--- config.mk ---
export PLATFORM = sky130hd
export DESIGN_NAME = pprs_route
export DESIGN_NICKNAME = d
export VERILOG_FILES = /design/src/logic/pprs_pkg.sv /design/src/logic/pprs_alt3.sv /design/src/logic/pprs_route.sv
export SDC_FILE = /design/constraint.sdc
export NUM_CORES = 1
export LEC_CHECK = 0
export ABC_AREA = 1
export BUFFER_PORTS_ARGS = -buffer_cell sky130_fd_sc_hd__buf_2
export CORE_ASPECT_RATIO = 1.2
export CORE_MARGIN = 3
export CORE_UTILIZATION = 51
export DETAILED_ROUTE_END_ITERATION = 10
export GPL_TIMING_DRIVEN = 0
export PLACE_DENSITY = 0.88
export SYNTH_ARGS = -nofsm -noshare
export SYNTH_HDL_FRONTEND = slang
export SYNTH_SLANG_ARGS = --single-unit
--- constraint.sdc ---
create_clock -name pclk -period 4 [get_ports pclk]
set_clock_uncertainty 0.2 [all_clocks]
set_input_delay 0.4 -clock pclk [delete_from_list [all_inputs] [get_ports pclk]]
set_output_delay 0.4 -clock pclk [all_outputs]
set_load 0.05 [all_outputs]
--- src/logic/pprs_pkg.sv ---
package pprs_pkg;
    // ****************************************
    // register map
    // ****************************************
    localparam int ADDR_W = 12;
    localparam logic [11:0] SERIAL4_OFFSET = 12'h000;
    localparam logic [11:0] ROUTE_OFFSET = 12'h004;

    // ****************************************
    // sizes and channel numbering
    // ****************************************
    localparam int ALT_PINS = 3;
    localparam int NUM_CH = 14;
    localparam int NUM_ADC = 3;
    localparam int NUM_TRIG = 9;
    localparam logic [3:0] TRIG_MAX_CODE = 4'h9;
    localparam int CH_SOT = 0;
    localparam int CH_SIN = 1;
    localparam int CH_CTS = 2;
    localparam int CH_RTS = 3;
    localparam int CH_CAN1_TX = 4;
    localparam int CH_CAN1_RX = 5;
    localparam int CH_CAN0_TX = 6;
    localparam int CH_CAN0_RX = 7;
    localparam int CH_C1_Z = 8;
    localparam int CH_C0_A = 13;
    // channels that may drive a pin
    localparam logic [13:0] DRIVE_MASK = 14'h0059;

    // ****************************************
    // register layouts
    // ****************************************
    typedef struct packed {
        logic [1:0] serial4_dataout_pin_sel;
        logic [1:0] serial4_datain_pin_sel;
        logic [1:0] serial4_cleartosend_pin_sel;
        logic [1:0] serial4_reqtosend_pin_sel;
    } pprs_serial4_t;

    typedef struct packed {
        logic [1:0] can1_transmit_pin_sel;
        logic [1:0] can1_receive_pin_sel;
        logic [1:0] can0_transmit_pin_sel;
        logic [1:0] can0_receive_pin_sel;
        logic [3:0] adc2_trigger_pin_sel;
        logic [3:0] adc1_trigger_pin_sel;
        logic [3:0] adc0_trigger_pin_sel;
        logic [1:0] counter1_zphase_pin_sel;
        logic [1:0] counter1_bphase_pin_sel;
        logic [1:0] counter1_aphase_pin_sel;
        logic [1:0] counter0_zphase_pin_sel;
        logic [1:0] counter0_bphase_pin_sel;
        logic [1:0] counter0_aphase_pin_sel;
    } pprs_route_t;

    localparam pprs_serial4_t SERIAL4_RESET = 8'h00;
    localparam pprs_route_t ROUTE_RESET = 32'h0000_0000;

    typedef struct packed {
        pprs_serial4_t serial4;
        pprs_route_t route;
        logic [31:0] prdata;
        logic pslverr;
    } pprs_state_t;
endpackage : pprs_pkg

--- src/logic/pprs_alt3.sv ---
`timescale 1ns/100ps
`default_nettype none
module pprs_alt3 (
    input wire logic [1:0] sel,
    input wire logic drives,
    input wire logic periph_out,
    input wire logic [pprs_pkg::ALT_PINS-1:0] pin_in,
    output logic periph_in,
    output logic [pprs_pkg::ALT_PINS-1:0] pin_out,
    output logic [pprs_pkg::ALT_PINS-1:0] pin_oe
);
    logic [1:0] idx;

    always_comb
    begin
        // 00 and 01 alias pin 0
        idx = (sel == 2'h0) ? 2'h0 : sel - 2'h1;
        periph_in = pin_in[idx];
        pin_oe = '0;
        if (drives && sel != 2'h0)
        begin
            pin_oe[idx] = 1'b1;
        end
        // undriven pins rest low so nothing floats into the pad ring
        pin_out = pin_oe & {pprs_pkg::ALT_PINS{periph_out}};
    end
endmodule : pprs_alt3
`default_nettype wire

--- src/logic/pprs_route.sv ---
`timescale 1ns/100ps
`default_nettype none
module pprs_route (
    input wire logic pclk,
    input wire logic presetn,
    input wire logic deep_standby_reset,
    input wire logic psel,
    input wire logic penable,
    input wire logic pwrite,
    input wire logic [pprs_pkg::ADDR_W-1:0] paddr,
    input wire logic [31:0] pwdata,
    input wire logic [3:0] pstrb,
    output logic pready,
    output logic [31:0] prdata,
    output logic pslverr,
    input wire logic [pprs_pkg::NUM_CH-1:0] periph_out,
    output logic [pprs_pkg::NUM_CH-1:0] periph_in,
    input wire logic [pprs_pkg::NUM_CH-1:0][pprs_pkg::ALT_PINS-1:0] route_pin_in,
    output logic [pprs_pkg::NUM_CH-1:0][pprs_pkg::ALT_PINS-1:0] route_pin_out,
    output logic [pprs_pkg::NUM_CH-1:0][pprs_pkg::ALT_PINS-1:0] route_pin_oe,
    input wire logic [pprs_pkg::NUM_TRIG-1:0] adc_trigger_pin,
    output logic [pprs_pkg::NUM_ADC-1:0] adc_trigger
);
    // ****************************************
    // state
    // ****************************************
    pprs_pkg::pprs_state_t st;
    pprs_pkg::pprs_state_t next_st;

    logic setup;
    logic access;
    logic hit_serial;
    logic hit_route;
    logic [pprs_pkg::NUM_CH-1:0][1:0] ch_sel;
    logic [pprs_pkg::NUM_ADC-1:0][3:0] adc_sel;

    assign setup = psel && !penable;
    assign access = psel && penable;
    assign hit_serial = paddr == pprs_pkg::SERIAL4_OFFSET;
    assign hit_route = paddr == pprs_pkg::ROUTE_OFFSET;

    // ****************************************
    // apb slave
    // ****************************************
    // zero wait states: read data is caught in the setup cycle,
    // so it stays a flip-flop output without costing a cycle
    assign pready = 1'b1;
    assign prdata = st.prdata;
    assign pslverr = st.pslverr && access;

    always_comb
    begin
        next_st = st;
        if (setup)
        begin
            next_st.pslverr = !(hit_serial || hit_route);
            next_st.prdata = 32'h0000_0000;
            if (hit_serial)
            begin
                next_st.prdata[7:0] = st.serial4;
            end
            if (hit_route)
            begin
                next_st.prdata = st.route;
            end
        end
        if (access && pwrite && hit_serial && pstrb[0])
        begin
            next_st.serial4 = pwdata[7:0];
        end
        if (access && pwrite && hit_route)
        begin
            for (int b = 0; b < 4; b++)
            begin
                if (pstrb[b])
                begin
                    next_st.route[b*8 +: 8] = pwdata[b*8 +: 8];
                end
            end
        end
        // deep standby clears only the route register
        if (deep_standby_reset)
        begin
            next_st.route = pprs_pkg::ROUTE_RESET;
        end
    end

    always_ff @(posedge pclk or negedge presetn)
    begin
        if (!presetn)
        begin
            st <= '{serial4: pprs_pkg::SERIAL4_RESET,
                    route: pprs_pkg::ROUTE_RESET,
                    prdata: 32'h0000_0000,
                    pslverr: 1'b0};
        end
        else
        begin
            st <= next_st;
        end
    end

    // ****************************************
    // two-bit pin selectors
    // ****************************************
    assign ch_sel = {st.route.counter0_aphase_pin_sel,
                     st.route.counter0_bphase_pin_sel,
                     st.route.counter0_zphase_pin_sel,
                     st.route.counter1_aphase_pin_sel,
                     st.route.counter1_bphase_pin_sel,
                     st.route.counter1_zphase_pin_sel,
                     st.route.can0_receive_pin_sel,
                     st.route.can0_transmit_pin_sel,
                     st.route.can1_receive_pin_sel,
                     st.route.can1_transmit_pin_sel,
                     st.serial4.serial4_reqtosend_pin_sel,
                     st.serial4.serial4_cleartosend_pin_sel,
                     st.serial4.serial4_datain_pin_sel,
                     st.serial4.serial4_dataout_pin_sel};

    genvar c;
    generate
        for (c = 0; c < pprs_pkg::NUM_CH; c++)
        begin : g_ch
            pprs_alt3 u_sel (
                .sel(ch_sel[c]),
                .drives(pprs_pkg::DRIVE_MASK[c]),
                .periph_out(periph_out[c]),
                .pin_in(route_pin_in[c]),
                .periph_in(periph_in[c]),
                .pin_out(route_pin_out[c]),
                .pin_oe(route_pin_oe[c])
            );
        end
    endgenerate

    // ****************************************
    // adc trigger selectors
    // ****************************************
    assign adc_sel = {st.route.adc2_trigger_pin_sel,
                      st.route.adc1_trigger_pin_sel,
                      st.route.adc0_trigger_pin_sel};

    genvar a;
    generate
        for (a = 0; a < pprs_pkg::NUM_ADC; a++)
        begin : g_adc
            always_comb
            begin
                // 0000 and 0001 share pin 0
                if (adc_sel[a] <= 4'h1)
                begin
                    adc_trigger[a] = adc_trigger_pin[0];
                end
                else if (adc_sel[a] <= pprs_pkg::TRIG_MAX_CODE)
                begin
                    adc_trigger[a] = adc_trigger_pin[adc_sel[a] - 4'h1];
                end
                else
                begin
                    adc_trigger[a] = 1'b0;
                end
            end
        end
    endgenerate
endmodule : pprs_route
`default_nettype wire

==> flow_metrics.py, run 1 <==
metrics = {
    "outcome": {
        "outcome": "complete, no violations",
    },
    "sta": {
        "max_freq_mhz": 342,
        "period_needed_ps": 2930,
        "setup_tns_ps": 0,
        "hold_viol_final": 0,
        "maxSlewHeadroom_pct": 39.4,
        "rsz0062_at_grt": "no",
        "slew_viol_final": 0,
        "setup_violations": 0,
        "min_period_over_period_pct": 73.2,
        "worst_pin_slew_ps": 909,
    },
    "floorplan": {
        "io_pins": 254,
        "start_util_pct": 52.8,
        "dieArea_um2": 11700,
        "coreArea_um2": 10100,
        "die_x_um": 99.4,
        "rows": 40,
        "die_h_um": 118,
    },
    "worst_setup_path": {
        "crit_cells": 10,
        "cp.buffers_inverters": 4,
        "worst_path_max_delay_cell": "ha_1",
        "cp_cell_sequence": "clkbuf_1, inv_1, ha_1, inv_1, nor2_1, nand2_1, a21oi_1, nand2_1, nand2_1, buf_2",
        "cpMostUsedCell": "nand2_1",
        "critPathKind": "flip-flop to output port",
        "worst-endpoint-required_ps": 3400,
        "start_kind": "flip-flop",
        "worstSetupEndpointType": "output port",
        "cpPeakStageDelay_ps": 370,
        "crit_path_max_fanout": 8,
        "rr_worst_depth": 3,
        "worst_ep_arrival_time_ps": 2330,
        "path_delay_family": "buffers and inverters",
    },
    "grt": {
        "grt_pass1_wl_mm": 22.4,
        "grt_max_degree": 74,
        "grt_pass1_vias": 5063,
        "gr-usage-all-layers_pct": 23.4,
        "antenna_found_initial": 0,
        "gr-total-overflow": 0,
    },
    "routing": {
        "routed_wl_mm": 13.9,
        "drt-vias-per-instance": 4.71,
        "ant_nets": 0,
        "drt_iter0_drc": 258,
        "vias": 5421,
        "drt-pass1-iter-count": 5,
        "wire_per_inst_um": 12.1,
        "drc_errors": 0,
    },
    "cts": {
        "cts_root_buffer": "clkbuf_16",
        "hold_buffers": 0,
        "cts_resized": 0,
        "post_cts_buffers": 0,
        "cts.sinks": 73,
        "cts_tree": "built",
        "numCtsBuffers": 9,
        "clock_path_buffers": 2,
        "clk_pin_slew_worst_paths_ps": 60,
        "cts-htree-levels": 3,
        "clk_latency_ps": 330,
    },
    "layout": {
        "n_antenna_cell": 0,
        "area_delta_synth_final_pct": 29.9,
        "drive_gt1_share_pct": 32.7,
        "fin_nets": 1146,
        "design_area_um2": 6930,
    },
    "synthesis": {
        "synth_area_per_cell_um2": 6.93,
        "synth_area_um2": 5340,
        "synth_top_area_share_pct": 34.2,
        "ys_seq_elements": 73,
        "synth_compound_area_share_pct": 4.38,
        "yosys.area_share.adder_pct": 1.41,
        "synthMuxAreaShare_pct": 0,
        "synthCells": 770,
        "yosys.area_share.simple_pct": 35.7,
        "ys_seq_area_share_pct": 34.2,
        "yosys_warnings": 0,
        "yosys-top-cells-area": "dfrtp_1, nand2_1, buf_4, nand3_1, inv_1",
        "synth_top_family_by_area": "simple AND/OR/NAND/NOR gates",
        "synth_top_area_cell": "dfrtp_1",
        "netlist-cell-type-count": 35,
        "synthXorXnorAreaFrac_pct": 0.985,
    },
    "place": {
        "port_buffers": 181,
        "postPlaceCellArea_um2": 6620,
        "hpwl_mm": 11.0,
        "gp_congestion": 0.937,
    },
    "power": {
        "p_total_mw": 2.23,
        "ir_drop_v": 0.000235,
        "powerDensity_nw_per_um2": 321,
        "p_leak_nw": 4.18,
    },
    "min_path": {
        "hold_class": "input pin to async pin",
    },
    "run": {
        "drv_cap": 0,
    },
}
[layer usage]
| metal | GRT usage (%) | share of wire (%) | vias to the layer above |
|---|---|---|---|
| li1 | - | - | 2753 |
| met1 | 28.0 | 39 | 2387 |
| met2 | 40.4 | 50 | 238 |
| met3 | 4.33 | 7.6 | 43 |
| met4 | 10.2 | 3.4 | 0 |
| met5 | 0 | 0 | - |
[worst paths after layout]
| check | from | endpoint | slack (ps) |
|---|---|---|---|
| min in group pclk | pwdata[7] | ch_sel[21]$_DFFE_PN0P_ | 110 |
| setup reg to reg | adc_sel[8]$_DFFE_PN0P_ | prdata[20]$_DFFE_PN0P_ | 2810 |
| max in group asynchronous | presetn | adc_sel[4]$_DFFE_PN0P_ | 3010 |
| hold / removal | presetn | ch_sel[7]$_DFFE_PN0P_ | 5 |
| hold reg to reg | prdata[16]$_DFFE_PN0P_ | prdata[16]$_DFFE_PN0P_ | 280 |
| setup / recovery | adc_sel[4]$_DFFE_PN0P_ | adc_trigger[1] | 1070 |
[worst reg2reg max path, delay by kind of cell (launching register included)]
family / cells / cell delay, ps
flip-flops: 1 / 340
buffers and inverters: 1 / 310
AND/OR/NAND/NOR: 1 / 90
AO/OA/AOI/OAI: 1 / 160
[flip-flops by register name, indices dropped and copies added, names as in the netlist]
register  flops
adc_sel      12
st            1
prdata       32
ch_sel       28
[cells in the mapped netlist]
| master | instances |
|---|---|
| nand4_2 | 1 |
| a31oi_1 | 10 |
| inv_1 | 73 |
| o21ai_0 | 25 |
| buf_6 | 3 |
| nand3_2 | 1 |
| nor2_1 | 60 |
| xor2_1 | 3 |
| a21oi_1 | 3 |
| ha_1 | 6 |
| and2_1 | 1 |
| nand4_4 | 2 |
| buf_2 | 3 |
| nor3_1 | 8 |
| dfrtp_1 | 73 |
| buf_4 | 110 |
| nand2_4 | 1 |
| clkinv_1 | 2 |
| nand2_2 | 6 |
| inv_2 | 2 |
| nand3_1 | 105 |
| nor2_8 | 1 |
| o21ai_1 | 5 |
| nor2_2 | 3 |
| or2_2 | 3 |
| conb_1 | 2 |
| nand3b_1 | 4 |
| clkbuf_1 | 18 |
| xnor2_1 | 3 |
| inv_4 | 1 |
| nand2_1 | 226 |
| o22ai_1 | 1 |
| nor3_4 | 2 |
| nand4_1 | 2 |
| nor2_4 | 1 |
[power by group]
group          switching (mW)  total, mW  internal (mW)
logic                   0.423      0.620          0.197
clock network           0.296      0.813          0.517
registers              0.0287      0.793          0.764
total                   0.748       2.23           1.48
[cell usage in the layout, fill, tap and decap left out, types with 3 or more instances in the layout]
cell       instances
clkbuf_1          19
buf_2            183
buf_4            111
inv_1             73
ha_1               6
clkbuf_16          9
a31oi_1           10
nand3_1          105
buf_6              3
nor2_2             3
nand3b_1           4
dfrtp_1           73
nor2_1            60
a21oi_1            3
nor3_1             8
o21ai_1            5
or2_2              3
nand2_2            6
xor2_1             3
xnor2_1            3
o21ai_0           25
conb_1            61
nand2_1          226
[per-stage QoR]
stage / setup WS (ps) / hold WS (ps) / cells / utilization [%]
floorplan: 1660 / -95.6 / 829 / -
global placement: 1470 / 265 / 1136 / 65.5
detailed placement: 1450 / 270 / 1136 / 65.5
CTS: 1090 / 36.7 / 1152 / 68.6
global route: 839 / 62.9 / 1152 / 68.6
finish: 1070 / 4.57 / 1152 / 68.6
[area by class of cell]
class	count	area (µm²)
clock buffer	12	256
multi-input combinational	544	2490
timing repair buffer	181	908
inverter	78	295
fill	923	3180
buffer	134	942
sequential	73	1830
clock inverter	4	51.3
tap	126	158
[cells by family (layout without fill, tap and decap cells)]
kind of cell,count (synthesis),in the layout
compound gates,44,44
xor+xnor,6,6
fa+ha+maj,6,6
buf+inv,212,409
flops,73,73
other cells,2,61
simple gates,427,427
No activity file was read; power rests on OpenSTA's default activity.
==> run 2: changes to the inputs <==
- CORE_UTILIZATION: 51 -> 48
- PLACE_DENSITY: 0.88 -> 0.83
- clock period: 4 -> 2.75 ns (I/O delays scaled with it)
==> run 2 against run 1 <==
  * Non-clock buffer count is 6 higher
  * Clock power increased by 30%
  * Critical path depth shrank 1
  * Power rose by 40%
  * First-iteration DRC count decreased by 13%
  * Via count increased by 0.31%
  * Routed wire length up 0.81%
==> flow_metrics.py, run 2 (synthesized netlist as in run 1, its figures left out) <==
metrics = {
    "outcome": {
        "outcome": "complete, no violations",
    },
    "layout": {
        "largest_reg_flops": 32,
        "drive_gt1_share_pct": 32.8,
        "area_delta_synth_final_pct": 30.9,
        "fin_nets": 1152,
        "final_common_cell": "nand2_1",
        "fin_cells": 1160,
        "layout_common_cells": "nand2_1, buf_2, buf_4",
    },
    "sta": {
        "hold_ws_ps": 52.4,
        "worst_pin_slew_ps": 911,
        "setup_tns_ps": 0,
        "setup_violations": 0,
        "rsz0062_at_grt": "no",
        "period_needed_ps": 2530,
        "slew_viol_final": 0,
        "min_period_over_period_pct": 91.9,
        "maxSlewHeadroom_pct": 39.2,
        "max_freq_mhz": 396,
        "hold_viol_final": 0,
    },
    "worst_setup_path": {
        "cpPeakStageDelay_ps": 450,
        "cp_cell_sequence": "inv_1, ha_1, inv_1, nor2_1, nand2_1, a21oi_1, nand2_1, nand2_1, buf_2",
        "r2r_start": "adc_sel[2]$_DFFE_PN0P_",
        "worst_ep_arrival_time_ps": 2050,
        "start_kind": "flip-flop",
        "critPathKind": "flip-flop to output port",
        "worstSetupEndpointType": "output port",
        "critPathLaunch": "adc_sel[4]$_DFFE_PN0P_",
        "worst_path_max_delay_cell": "dfrtp_2",
        "crit_path_max_fanout": 9,
        "worst-endpoint-required_ps": 2280,
        "rrSetupSlack_ps": 1610,
        "cpMostUsedCell": "nand2_1",
    },
    "place": {
        "gp_congestion": 0.836,
        "placedCellCount": 1139,
        "port_buffers": 181,
        "hpwl_mm": 11.0,
    },
    "routing": {
        "drt-pass1-iter-count": 4,
        "vias": 5438,
        "ant_nets": 0,
        "drc_errors": 0,
        "wire_per_inst_um": 12.1,
        "drt-vias-per-instance": 4.69,
        "routed_wl_mm": 14.0,
        "drt_iter0_drc": 224,
    },
    "grt": {
        "grt_pass1_wl_mm": 22.7,
        "grt_max_degree": 74,
        "grt_pass1_vias": 4988,
        "gr-usage-all-layers_pct": 22.8,
        "antenna_found_initial": 1,
        "gr-total-overflow": 0,
    },
    "floorplan": {
        "coreArea_um2": 10700,
        "die_h_um": 122,
        "io_pins": 254,
        "start_util_pct": 50.0,
        "rows": 41,
        "die_x_um": 102,
        "dieArea_um2": 12400,
    },
    "power": {
        "ir_drop_v": 0.000238,
        "p_leak_nw": 4.19,
        "powerDensity_nw_per_um2": 447,
    },
    "cts": {
        "post_cts_buffers": 0,
        "cts-htree-levels": 3,
        "cts.sinks": 73,
        "cts_tree": "built",
        "cts_root_buffer": "clkbuf_16",
        "numCtsBuffers": 9,
        "clk_latency_ps": 320,
        "clock_path_buffers": 2,
        "clk_pin_slew_worst_paths_ps": 60,
    },
    "min_path": {
        "hold_path_startpoint": "pwdata[26]",
        "hold_class": "input pin to flip-flop",
    },
    "run": {
        "drv_cap": 0,
    },
}
## run 2: changes by cell type in the layout (fill, tap and decap cells not counted)
cell / change
clkinv_2: +1
bufinv_16: -1
dfrtp_2: +3
diode_2: +1
dlygate4sd3_1: +9
clkinv_4: -1
dfrtp_1: -3
clkbuf_1: -4
## run 2: per-layer routing
layer | share of wire [%] | vias up | global-route usage, %
li1 | - | 2763 | -
met1 | 41 | 2411 | 29.0
met2 | 49 | 235 | 39.0
met3 | 7.2 | 29 | 3.05
met4 | 2.9 | 0 | 9.19
met5 | 0 | - | 0
## run 2: worst paths after layout
| check | cells after the start | endpoint |
|---|---|---|
| setup / recovery | 9 | adc_trigger[1] |
| hold / removal | 5 | ch_sel[12]$_DFFE_PN0P_ |
| setup reg to reg | 3 | prdata[14]$_DFFE_PN0P_ |
| hold reg to reg | 2 | prdata[5]$_DFFE_PN0P_ |
| max in group asynchronous | 2 | adc_sel[4]$_DFFE_PN0P_ |
| min in group asynchronous | 2 | prdata[1]$_DFFE_PN0P_ |
## run 2: metrics by stage
step           utilization (%)  setup WS, ps  cell area, µm²  total power [mW]
2_1_floorplan                -           533            5560              1.85
3_3_place_gp              62.1           343            6630              2.05
3_5_place_dp              62.1           295            6630              2.07
4_1_cts                   65.4          91.3            6980              3.14
5_1_grt                   65.4          15.5            6980              3.29
6_report                  65.4           222            6980              3.12
## run 2: final cells by class
type | count | area, µm²
plain buffers | 131 | 931
inverters | 78 | 295
clock buffers | 11 | 253
repair buffers | 190 | 998
well taps | 129 | 161
diodes | 1 | 2.50
flip-flops and latches | 73 | 1830
fillers | 957 | 3690
clock inverters | 3 | 17.5
multi-input cells | 544 | 2490
## run 2: worst max-delay path: cells and delay by family, from the launching register on
kind / cells / cell delay (ps)
AOI/OAI and AO/OA: 1 / 150
adders and majority gates: 1 / 350
buffers and inverters: 3 / 480
DFF: 1 / 450
and+or+nand+nor: 4 / 290
## run 2: what timing repair did
item	in CTS	in global routing
gates cloned	0	0
hold buffers	9	0
resized for setup	0	3
pin swaps	0	0
endpoints found under the hold margin	87	0
setup endpoints to repair	3	3
## run 2: power breakdown
part,switching (mW),internal [mW],total (mW),leakage (nW)
logic,0.607,0.293,0.900,3.07
clock network,0.419,0.646,1.06,0.133
registers,0.0486,1.11,1.16,0.988
total,1.07,2.05,3.12,4.19
